**config.mk**
```make
export PLATFORM = sky130hd
export DESIGN_NAME = reset_timeout_sequencer
export DESIGN_NICKNAME = d
export VERILOG_FILES = /design/src/reset_seq_pkg.sv /design/src/timeout_counter.sv /design/src/reset_timeout_sequencer.sv
export SDC_FILE = /design/constraint.sdc
export NUM_CORES = 1
export LEC_CHECK = 0
export BUFFER_PORTS_ARGS = -buffer_cell sky130_fd_sc_hd__buf_2
export CAP_MARGIN = 10
export CORE_MARGIN = 8
export CORE_UTILIZATION = 56
export DETAILED_ROUTE_END_ITERATION = 7
export GPL_ROUTABILITY_DRIVEN = 0
export HOLD_SLACK_MARGIN = 0.08
export PLACE_DENSITY = 0.83
export RECOVER_POWER = 50
export SYNTH_ARGS = -nofsm -noshare
export SYNTH_HDL_FRONTEND = slang
export SYNTH_SLANG_ARGS = --single-unit
```
**constraint.sdc**
```tcl
create_clock -name core_clk -period 2.7 [get_ports core_clk]
set_clock_uncertainty 0.2 [all_clocks]
set_input_delay 0.27 -clock core_clk [delete_from_list [all_inputs] [get_ports core_clk]]
set_output_delay 0.27 -clock core_clk [all_outputs]
set_load 0.02 [all_outputs]
```
**src/reset_seq_pkg.sv**
```systemverilog
// Constants, types and helpers shared by the reset time-out sequencer
package reset_seq_pkg;

    // ************************************************************
    // Clock and time-outs
    // ************************************************************
    localparam int unsigned CORE_CLK_MHZ = 200;
    localparam int unsigned TMR_W = 12;
    localparam int unsigned SLOW_TICK_US = 32;
    localparam logic [TMR_W-1:0] PWRUP_TICKS = 12'h800;
    localparam logic [TMR_W-1:0] OSCSU_CYCLES = 12'h400;
    localparam int unsigned PLL_LOCK_US = 2000;
    localparam logic [TMR_W-1:0] PLL_LOCK_TICKS = TMR_W'((PLL_LOCK_US + SLOW_TICK_US - 1) / SLOW_TICK_US);
    localparam int unsigned BIAS_MIN_NS = 5000;
    localparam logic [TMR_W-1:0] BIAS_CYCLES = TMR_W'((BIAS_MIN_NS * CORE_CLK_MHZ + 999) / 1000);
    // Minimum brown-out duration; plain default, tune to the analog cell
    localparam int unsigned BROWN_MIN_NS = 100;
    localparam logic [7:0] BROWN_MIN_CYCLES = 8'((BROWN_MIN_NS * CORE_CLK_MHZ + 999) / 1000);

    // ************************************************************
    // Register map
    // ************************************************************
    localparam logic [3:0] ADDR_CAUSE = 4'h0;
    localparam logic [3:0] ADDR_STATUS = 4'h1;
    localparam int unsigned PRIO_BIT = 7;
    localparam int unsigned RI_BIT = 4;
    localparam int unsigned TO_BIT = 3;
    localparam int unsigned PD_BIT = 2;
    localparam int unsigned POR_BIT = 1;
    localparam int unsigned BROWN_BIT = 0;
    localparam logic [7:0] CAUSE_RESET = 8'h1f;
    localparam logic [7:0] CAUSE_MASK = 8'h9f;
    localparam int unsigned OSC_READY_BIT = 0;
    localparam int unsigned STK_OVF_BIT = 1;
    localparam int unsigned STK_UNF_BIT = 2;
    localparam int unsigned STATE_LSB = 4;

    // ************************************************************
    // Program counter actions
    // ************************************************************
    localparam logic [20:0] RESET_VECTOR = 21'h000000;
    localparam logic [20:0] HIGH_VECTOR = 21'h000008;
    localparam logic [20:0] LOW_VECTOR = 21'h000018;

    typedef enum logic [1:0] {
        PC_RESET = 2'b00,
        PC_PLUS2 = 2'b01,
        PC_HIGH = 2'b10,
        PC_LOW = 2'b11
    } pc_sel_t;

    typedef enum logic [2:0] {
        LOW_POWER_CRYSTAL_MODE = 3'b000,
        CRYSTAL_MODE = 3'b001,
        FAST_CRYSTAL_MODE = 3'b010,
        FAST_CRYSTAL_WITH_MULTIPLIER = 3'b011,
        EXTERNAL_CLOCK_IN_MODE = 3'b100,
        RESISTOR_CAP_OSC_MODE = 3'b101,
        INTERNAL_OSC_MODE_ONE = 3'b110,
        INTERNAL_OSC_MODE_TWO = 3'b111
    } osc_mode_t;

    typedef enum logic [2:0] {
        SEQ_HOLD = 3'b000,
        SEQ_PWRUP = 3'b001,
        SEQ_OSCSU = 3'b010,
        SEQ_PLL = 3'b011,
        SEQ_BIAS = 3'b100,
        SEQ_DONE = 3'b101
    } seq_state_t;

    function automatic logic is_crystal(input osc_mode_t mode);
        is_crystal = (mode <= FAST_CRYSTAL_WITH_MULTIPLIER);
    endfunction : is_crystal

endpackage : reset_seq_pkg

```
**src/timeout_counter.sv**
```systemverilog
// Restartable tick counter that flags when a target count is reached
`timescale 1ns/10ps
module timeout_counter
    import reset_seq_pkg::*;
(
    input wire logic core_clk,
    input wire logic rst_sync_b,
    input wire logic clear,
    input wire logic tick,
    input wire logic [TMR_W-1:0] target,
    output logic done
);

    logic [TMR_W-1:0] count_ff;

    // Restart always goes to zero so a partial count is never reused
    always_ff @(posedge core_clk or negedge rst_sync_b)
    begin
        if (!rst_sync_b)
            count_ff <= '0;
        else if (clear)
            count_ff <= '0;
        else if (tick && !done)
            count_ff <= count_ff + 1'b1;
    end

    assign done = (count_ff >= target);

endmodule : timeout_counter

```
**src/reset_timeout_sequencer.sv**
```systemverilog
// Reset source sequencing, start-up time-outs and reset cause register
// Function
// - power-up timer counts 2048 slow oscillator ticks while core held in reset
// - power-up timer runs only when its active-low disable bit is clear
// - oscillator start-up counts 1024 main oscillator cycles after power-up delay
// - start-up count only in crystal modes, on power-on or low-power exit
// - multiplier crystal mode adds 2 ms lock delay from power-up timer
// - brown-out logic works only when its enable bit is set
// - brown-out resets only after minimum duration, held until indication clears
// - brown-out recovery reruns power-up delay, restarting it on each new dip
// - brown-out enable and power-up timer enable are independent
// - power-up waits for power-on pulse, then power-up delay, then start-up count
// - resistor-capacitor mode with power-up timer off gives no time-out beyond the bias delay
// - time-outs run from power-on pulse; late pin release starts at once
// - 5 to 10 us bias delay on power-on and wakes that stopped execution
// - cause register: priority enable bit 7 reset 0, bits 4..0 reset 1
// - power-on and brown-out load vector zero and set flags as tabled
// - reset instruction clears its flag and priority enable, vectors to zero
// - pin reset while running sets watchdog flag, vectors to zero
// - pin reset in idle or sleep sets watchdog flag, clears power-down flag
// - watchdog time-out while running resets and clears watchdog flag
// - watchdog time-out in idle or sleep wakes at PC+2, clears two flags
// - interrupt wake resumes at PC+2 or vector, clears power-down flag
// - stack faults reset and set flag when enabled, else underflow flag only
// - start-up count completion sets oscillator ready; core release follows the bias delay, or the lock delay in multiplier mode
// - pin reset input can be disabled; pin is never driven
`timescale 1ns/10ps
module reset_timeout_sequencer
    import reset_seq_pkg::*;
(
    input wire logic core_clk,
    input wire logic rst_b,
    input wire logic power_on_pulse,
    input wire logic brownout_threshold,
    input wire logic master_clear_pin_n,
    input wire logic slow_osc_tick,
    input wire logic main_osc_tick,
    input wire logic power_up_timer_disable_n,
    input wire logic brownout_enable,
    input wire logic master_clear_pin_enable,
    input wire logic stack_fault_reset_enable,
    input wire logic [2:0] osc_mode,
    input wire logic cpu_stopped,
    input wire logic watchdog_timeout,
    input wire logic reset_instruction,
    input wire logic stack_overflow,
    input wire logic stack_underflow,
    input wire logic interrupt_wake,
    input wire logic global_high_irq_enable,
    input wire logic global_low_irq_enable,
    input wire logic [3:0] reg_addr,
    input wire logic [7:0] reg_wdata,
    input wire logic reg_wr,
    input wire logic reg_rd,
    output logic [7:0] reg_rdata,
    output logic core_reset,
    output logic exec_stall,
    output logic main_oscillator_ready,
    output logic interrupt_priority_enable,
    output logic pc_load,
    output logic [20:0] pc_vector,
    output logic [1:0] pc_action
);

    // ************************************************************
    // Reset release
    // ************************************************************
    logic [1:0] rst_sync_b_ff;
    logic rst_sync_b;

    always_ff @(posedge core_clk or negedge rst_b)
    begin
        if (!rst_b)
            rst_sync_b_ff <= 2'b00;
        else
            rst_sync_b_ff <= {rst_sync_b_ff[0], 1'b1};
    end

    assign rst_sync_b = rst_sync_b_ff[1];

    // ************************************************************
    // Reset sources
    // ************************************************************
    logic [7:0] brown_cnt_ff;
    logic brown_active;
    logic pin_active;
    logic pin_prev_ff;
    logic pin_event;
    logic stack_reset;
    logic sw_reset;
    logic wake_event;
    osc_mode_t mode;

    assign mode = osc_mode_t'(osc_mode);

    // Short dips never reach the counter limit and are dropped
    always_ff @(posedge core_clk or negedge rst_sync_b)
    begin
        if (!rst_sync_b)
            brown_cnt_ff <= 8'h00;
        else if (!brownout_enable || !brownout_threshold)
            brown_cnt_ff <= 8'h00;
        else if (brown_cnt_ff != BROWN_MIN_CYCLES)
            brown_cnt_ff <= brown_cnt_ff + 8'h01;
    end

    assign brown_active = brownout_enable && brownout_threshold && (brown_cnt_ff == BROWN_MIN_CYCLES);
    assign pin_active = master_clear_pin_enable && !master_clear_pin_n;

    always_ff @(posedge core_clk or negedge rst_sync_b)
    begin
        if (!rst_sync_b)
            pin_prev_ff <= 1'b0;
        else
            pin_prev_ff <= pin_active;
    end

    assign pin_event = pin_active && !pin_prev_ff;
    assign stack_reset = stack_fault_reset_enable && (stack_overflow || stack_underflow);
    assign sw_reset = reset_instruction || stack_reset || (watchdog_timeout && !cpu_stopped);
    assign wake_event = cpu_stopped && (watchdog_timeout || interrupt_wake);

    // ************************************************************
    // Time-out sequence
    // ************************************************************
    seq_state_t seq_ff;
    seq_state_t nxt_seq;
    logic from_por_ff;
    logic wake_seq_ff;
    logic slow_done;
    logic oscsu_done;
    logic bias_done;
    logic need_bias_ff;
    logic [TMR_W-1:0] slow_target;
    seq_state_t after_pwrup;

    always_comb
    begin
        after_pwrup = SEQ_BIAS;
        if ((from_por_ff || wake_seq_ff) && is_crystal(mode))
            after_pwrup = SEQ_OSCSU;
    end

    always_comb
    begin
        nxt_seq = seq_ff;
        case (seq_ff)
            SEQ_HOLD:
            begin
                if (!power_on_pulse && !brown_active)
                    nxt_seq = power_up_timer_disable_n ? after_pwrup : SEQ_PWRUP;
            end
            SEQ_PWRUP:
                if (slow_done)
                    nxt_seq = after_pwrup;
            SEQ_OSCSU:
                if (oscsu_done)
                    nxt_seq = (mode == FAST_CRYSTAL_WITH_MULTIPLIER) ? SEQ_PLL : SEQ_BIAS;
            SEQ_PLL:
                if (slow_done)
                    nxt_seq = SEQ_BIAS;
            SEQ_BIAS:
                if (bias_done || !need_bias_ff)
                    nxt_seq = SEQ_DONE;
            SEQ_DONE:
                if (wake_event)
                    nxt_seq = after_pwrup == SEQ_OSCSU ? SEQ_OSCSU : SEQ_BIAS;
            default:
                nxt_seq = SEQ_HOLD;
        endcase
        if (power_on_pulse || brown_active)
            nxt_seq = SEQ_HOLD;
        if (seq_ff == SEQ_DONE && wake_event && is_crystal(mode))
            nxt_seq = SEQ_OSCSU;
    end

    always_ff @(posedge core_clk or negedge rst_sync_b)
    begin
        if (!rst_sync_b)
            seq_ff <= SEQ_HOLD;
        else
            seq_ff <= nxt_seq;
    end

    // Origin of the running sequence decides which delays apply
    always_ff @(posedge core_clk or negedge rst_sync_b)
    begin
        if (!rst_sync_b)
        begin
            from_por_ff <= 1'b1;
            wake_seq_ff <= 1'b0;
            need_bias_ff <= 1'b1;
        end
        else if (power_on_pulse)
        begin
            from_por_ff <= 1'b1;
            wake_seq_ff <= 1'b0;
            need_bias_ff <= 1'b1;
        end
        else if (brown_active)
        begin
            from_por_ff <= 1'b0;
            wake_seq_ff <= 1'b0;
            need_bias_ff <= 1'b0;
        end
        else if (seq_ff == SEQ_DONE && wake_event)
        begin
            wake_seq_ff <= 1'b1;
            need_bias_ff <= 1'b1;
        end
        else if (nxt_seq == SEQ_DONE)
            wake_seq_ff <= 1'b0;
    end

    assign slow_target = (seq_ff == SEQ_PLL) ? PLL_LOCK_TICKS : PWRUP_TICKS;

    // Lock delay reuses the power-up counter with a shorter target
    timeout_counter u_slow_timer (
        .core_clk(core_clk),
        .rst_sync_b(rst_sync_b),
        .clear((seq_ff != nxt_seq) || (seq_ff != SEQ_PWRUP && seq_ff != SEQ_PLL)),
        .tick(slow_osc_tick),
        .target(slow_target),
        .done(slow_done)
    );

    timeout_counter u_oscsu_timer (
        .core_clk(core_clk),
        .rst_sync_b(rst_sync_b),
        .clear(seq_ff != SEQ_OSCSU),
        .tick(main_osc_tick),
        .target(OSCSU_CYCLES),
        .done(oscsu_done)
    );

    // Bias delay runs beside the other time-outs rather than after them
    timeout_counter u_bias_timer (
        .core_clk(core_clk),
        .rst_sync_b(rst_sync_b),
        .clear(seq_ff == SEQ_HOLD || (seq_ff == SEQ_DONE && wake_event)),
        .tick(1'b1),
        .target(BIAS_CYCLES),
        .done(bias_done)
    );

    // ************************************************************
    // Core reset and program counter
    // ************************************************************
    logic core_reset_ff;
    logic nxt_core_reset;
    logic osc_ready_ff;
    logic pc_load_ff;
    pc_sel_t pc_sel_ff;

    assign nxt_core_reset = power_on_pulse || brown_active || pin_active || sw_reset
        || (seq_ff != SEQ_DONE && !wake_seq_ff);

    always_ff @(posedge core_clk or negedge rst_sync_b)
    begin
        if (!rst_sync_b)
            core_reset_ff <= 1'b1;
        else
            core_reset_ff <= nxt_core_reset;
    end

    always_ff @(posedge core_clk or negedge rst_sync_b)
    begin
        if (!rst_sync_b)
            osc_ready_ff <= 1'b0;
        else if (seq_ff == SEQ_HOLD || (seq_ff == SEQ_DONE && wake_event && is_crystal(mode)))
            osc_ready_ff <= 1'b0;
        else if (seq_ff == SEQ_OSCSU && oscsu_done)
            osc_ready_ff <= 1'b1;
    end

    always_ff @(posedge core_clk or negedge rst_sync_b)
    begin
        if (!rst_sync_b)
            pc_sel_ff <= PC_RESET;
        else if (nxt_core_reset)
            pc_sel_ff <= PC_RESET;
        else if (wake_event && interrupt_wake && global_high_irq_enable)
            pc_sel_ff <= PC_HIGH;
        else if (wake_event && interrupt_wake && global_low_irq_enable)
            pc_sel_ff <= PC_LOW;
        else if (wake_event)
            pc_sel_ff <= PC_PLUS2;
    end

    // Load pulse marks the moment the core may resume
    always_ff @(posedge core_clk or negedge rst_sync_b)
    begin
        if (!rst_sync_b)
            pc_load_ff <= 1'b0;
        else
            pc_load_ff <= (core_reset_ff && !nxt_core_reset) || (wake_seq_ff && nxt_seq == SEQ_DONE);
    end

    assign core_reset = core_reset_ff;
    assign exec_stall = wake_seq_ff;
    assign main_oscillator_ready = osc_ready_ff;
    assign pc_load = pc_load_ff;
    assign pc_action = pc_sel_ff;
    assign pc_vector = (pc_sel_ff == PC_HIGH) ? HIGH_VECTOR : (pc_sel_ff == PC_LOW) ? LOW_VECTOR : RESET_VECTOR;

    // ************************************************************
    // Cause and status registers
    // ************************************************************
    logic [7:0] cause_ff;
    logic [7:0] nxt_cause;
    logic [1:0] stack_ff;
    logic [1:0] nxt_stack;
    logic [7:0] status_word;
    logic [7:0] rdata_ff;

    // Events are applied after the software write so that an event wins
    always_comb
    begin
        nxt_cause = cause_ff;
        nxt_stack = stack_ff;
        if (reg_wr && reg_addr == ADDR_CAUSE)
            nxt_cause = reg_wdata & CAUSE_MASK;
        if (reg_wr && reg_addr == ADDR_STATUS)
            nxt_stack = reg_wdata[STK_UNF_BIT:STK_OVF_BIT];
        if (power_on_pulse)
        begin
            nxt_cause = 8'h1c;
            nxt_stack = 2'b00;
        end
        else if (brown_active)
        begin
            nxt_cause[PRIO_BIT] = 1'b0;
            nxt_cause[RI_BIT] = 1'b1;
            nxt_cause[TO_BIT] = 1'b1;
            nxt_cause[PD_BIT] = 1'b1;
            nxt_cause[BROWN_BIT] = 1'b0;
        end
        else
        begin
            if (reset_instruction)
            begin
                nxt_cause[RI_BIT] = 1'b0;
                nxt_cause[PRIO_BIT] = 1'b0;
            end
            if (pin_event)
            begin
                nxt_cause[PRIO_BIT] = 1'b0;
                nxt_cause[TO_BIT] = 1'b1;
                if (cpu_stopped)
                    nxt_cause[PD_BIT] = 1'b0;
            end
            if (watchdog_timeout)
            begin
                nxt_cause[TO_BIT] = 1'b0;
                if (cpu_stopped)
                    nxt_cause[PD_BIT] = 1'b0;
                else
                    nxt_cause[PRIO_BIT] = 1'b0;
            end
            if (interrupt_wake && cpu_stopped)
                nxt_cause[PD_BIT] = 1'b0;
            if (stack_reset)
                nxt_cause[PRIO_BIT] = 1'b0;
            if (stack_overflow && stack_fault_reset_enable)
                nxt_stack[0] = 1'b1;
            if (stack_underflow)
                nxt_stack[1] = 1'b1;
        end
    end

    always_ff @(posedge core_clk or negedge rst_sync_b)
    begin
        if (!rst_sync_b)
        begin
            cause_ff <= CAUSE_RESET;
            stack_ff <= 2'b00;
        end
        else
        begin
            cause_ff <= nxt_cause;
            stack_ff <= nxt_stack;
        end
    end

    assign status_word = {1'b0, seq_ff, 1'b0, stack_ff, osc_ready_ff};

    // Unmapped addresses read as zero
    always_ff @(posedge core_clk or negedge rst_sync_b)
    begin
        if (!rst_sync_b)
            rdata_ff <= 8'h00;
        else if (reg_rd && reg_addr == ADDR_CAUSE)
            rdata_ff <= cause_ff;
        else if (reg_rd && reg_addr == ADDR_STATUS)
            rdata_ff <= status_word;
        else
            rdata_ff <= 8'h00;
    end

    assign reg_rdata = rdata_ff;
    assign interrupt_priority_enable = cause_ff[PRIO_BIT];
endmodule : reset_timeout_sequencer

```
==> results.md <==
- Antenna Nets Post-Route: 0
- Final Slew Violations: 73
- CTS root buf: clkbuf_8
- VDD IR max: 0.373 mV
- Arrival @ worst endpoint: 2.79 ns
- Synth Cell Area: 3950 sq um
- Global-route wire length before repair: 16400 microns
- Initial core utilization: 57.8%
- Synth cell count leaders: dfrtp_1 (66), nor2_1 (57), buf_4 (19)
- Area leader, netlist: dfrtp_1
- Fin util: 73.2%
- Top cells by area, synth: dfrtp_1 (42%), nor2_1 (5.4%), dfstp_2 (5.3%), ha_1 (4.1%), xor2_1 (3.8%)
- Detail-routed via count per cell: 5.72
- Sequential Power Share: 45.0%
- Design Power: 2.56 mW
- Cell Chain, Critical Path: inv_2 > nor2_4 > nand2_4 > inv_2 > ha_1 > or2b_4 > a211oi_4 > o211ai_1 > a21oi_2 > buf_4 > o211ai_4 > a21oi_2
- Startpoint types: register
- Clock slew at reported path FFs: 0.08 ns
- Number of cell rows: 30
- I/O Pins: 72
- Worst-Margin Slew: 1.71 ns
- CTS Buf Count: 9
- Core area: 6830 sq um
- Sw Share: 24.7%
- Worst setup margin: -0.0156 ns
- Die height: 100 microns
- Max Cap Violations: 1
- Top cell type's share of synthesized area: 41.8%
- Die W: 100 microns
- Critical path type: register to register
- Max Fclk: 0.368 GHz
- Filler cell count: 456
- Post-Route WL: 10200 microns
- Via Count: 3421
- Status: finished, violations left
- H-tree levels: 3
- Die area: 10000 sq um
- Met2 Track Usage GR: 34.3%
- Synth cell types: 57
- DRT iter0 DRCs: 296
- Final period utilization: 101%
- Min Tclk post-route: 2.72 ns
- Slowest stage delay, CP: 0.38 ns
- Synth Area in XOR/XNOR: 5.98%
- Post-synthesis compound-gate area fraction: 13.6%
- Required time of the critical path: 2.78 ns
- Int Power: 1.93 mW
- Avg Inst Size Synth: 9.93 sq um
- Clock share of power: 42.0%
- Synth warnings: 0
- Top_reg_cell synth: dfrtp_1
- Final HPWL DP: 6100 microns
- CTS Buffer Depth: 2
- Rel. slew slack: -13.7%
- P&R area growth vs syn: 26.6%
- Post-Synthesis Cells: 398
- Port buffer count: 50
- Number of remaining DRC errors: 0
- PwrDens: 513 nW/um^2
- Later-pin clock latency in the skew report: 0.35 ns
- Met3 usage: 5.67%
- Mux contribution to synthesized area: 3.29%
- Logic pwr share: 13.0%
- CTS tree: yes
- Adder-cell area share of the yosys netlist: 4.12%
- Sw Pwr: 633 uW
- Largest net degree at the start of global routing: 73
- Post-synth EDFFs: 0
- Vias in the first global route: 3508
- Drt pass-1 iters: 5
- Final hold vios: 0
- Design area: 5000 sq um
- #FFs+latches synth: 74
- CTS Sinks: 74
- FFs w/ async S/R, synth: 100%
- Tot GR Track Use: 20.2%
- Initial antenna violation count: 0
- Violated checks: capacitance limit, slew limit, setup timing
- Total negative slack: -0.0653 ns
- Setup violations, final: 6
- Cell with the most instances after synthesis: dfrtp_1
- Leakage power: 2.23 nW
- RSZ-0062 raised after global routing: yes
- CP Capture Type: register
- Synth Area in Simple Gates: 19.8%
- Placed cell areas: 4340 sq um
- Critical path peak fanout: 6
- Hold WC Path Type: input pin to register
- Layout cells sized above 1: 23.1%
- Critical Path Slowest Stage Cell: dfrtp_1
- Overflow after GRT: 0
- Drt wl/cell: 17.0 microns
- Net count, final: 546
- Largest family of logic cells by synthesized area: simple AND/OR/NAND/NOR gates
- Busiest grt layer: met2
- Sequential fraction of the synthesis area: 47.1%
- # diodes: 0
- Met1 Usage GRT: 23.4%
## layout make-up
type                    count  area [sq um]  share of cell area, %
flip-flops and latches     74          1860                   37.3
well taps                  96           120                   2.40
clock inverters             4          97.6                   1.95
clock buffers              12           155                   3.10
multi-input cells         302          2070                   41.4
inverters                  13          48.8                  0.976
repair buffers             97           647                   12.9
## worst paths after layout
kind / startpoint / endpoint / slack, ns / cells past startpoint
max in group asynchronous: rst_sync_b_ff[1] / u_slow_timer.count_ff[9] / 0.57 / 1
worst min register to register: rst_sync_b_ff[0] / rst_sync_b_ff[1] / 0.16 / 0
worst max register to register: seq_ff[0] / u_slow_timer.count_ff[9] / -0.02 / 12
min in group asynchronous: rst_b / rst_sync_b_ff[0] / 0.56 / 3
worst max-delay path: seq_ff[0] / u_slow_timer.count_ff[9] / -0.02 / 12
worst min-delay path: reg_rd / reg_rdata[6] / 0.12 / 3
## through the flow
step | hold WS, ns | std cells | setup WS, ns
2_1_floorplan | -0.226 | 416 | 0.0159
3_3_place_gp | -0.145 | 550 | 0.0292
3_5_place_dp | -0.143 | 550 | -0.0874
4_1_cts | 0.117 | 591 | 0.0313
5_1_grt | 0.123 | 598 | -0.136
6_report | 0.123 | 598 | -0.0156
## placed cells by master, fill, tap and decap left out, types with 4 or more instances in the layout
master,Yosys,layout
a21oi_1,18,16
conb_1,2,20
o21ai_0,18,16
nor2_1,57,55
mux2i_1,13,13
and3_1,9,9
nand3_1,14,13
or3_1,7,6
clkbuf_8,1,11
nor2b_1,6,6
inv_1,13,11
dfrtp_1,66,64
nand4_1,9,9
nor3b_1,5,5
dlygate4sd3_1,0,23
nor3_1,7,7
xor2_1,17,17
nand2_1,18,17
buf_4,19,22
o211ai_1,4,4
ha_1,13,12
nand2b_1,5,5
and2_1,5,5
clkbuf_1,8,13
buf_2,0,38
xnor2_1,10,10
dfstp_2,8,8
## cells by family (layout without fill, tap and decap cells)
kind of cell             Yosys count  after routing
buffers and inverters             41            126
flip-flops                        74             74
other                              2             20
adder cells (fa/ha/maj)           13             13
XOR/XNOR                          27             27
multiplexers                      13             13
AND/OR/NAND/NOR                  154            154
AO/OA/AOI/OAI                     74             75
## power by group through the flow
stage	Sequential [mW]	Combinational, mW	Clock (mW)
2_1_floorplan	1.19	0.176	0
3_3_place_gp	1.17	0.250	0
3_5_place_dp	1.17	0.256	0
4_1_cts	1.15	0.295	1.09
5_1_grt	1.16	0.361	1.13
6_report	1.15	0.333	1.08
## repair_timing
item / in CTS / in global routing
pin swaps: 4 / 8
buffers inserted: 2 / 6
endpoints found under the hold margin: 17 / 0
cloned: 0 / 1
hold buffers: 23 / 0
setup endpoints to repair: 13 / 18
resized for setup: 7 / 17
## worst max-delay path, delay by kind of cell (launching register included)
family | cells | cell delay [ns]
flops | 1 | 0.38
fa+ha+maj | 1 | 0.23
buf+inv | 3 | 0.28
compound gates | 5 | 1.03
simple gates | 3 | 0.51
## registers in the layout, indices dropped and copies added, names as in the netlist, 2 cells and up
register                cells
pc_action                   2
u_oscsu_timer.count_ff     12
cause_ff                    6
stack_ff                    2
u_slow_timer.count_ff      12
u_bias_timer.count_ff      12
seq_ff                      3
brown_cnt_ff                8
rst_sync_b_ff               2
reg_rdata                   8
## layer usage
layer | share of wire (%) | vias up
met5 | 0 | -
met4 | 4.2 | 0
met3 | 6.6 | 43
met2 | 49 | 161
met1 | 40 | 1651
li1 | - | 1566
Power figures use the tool's default switching activity.
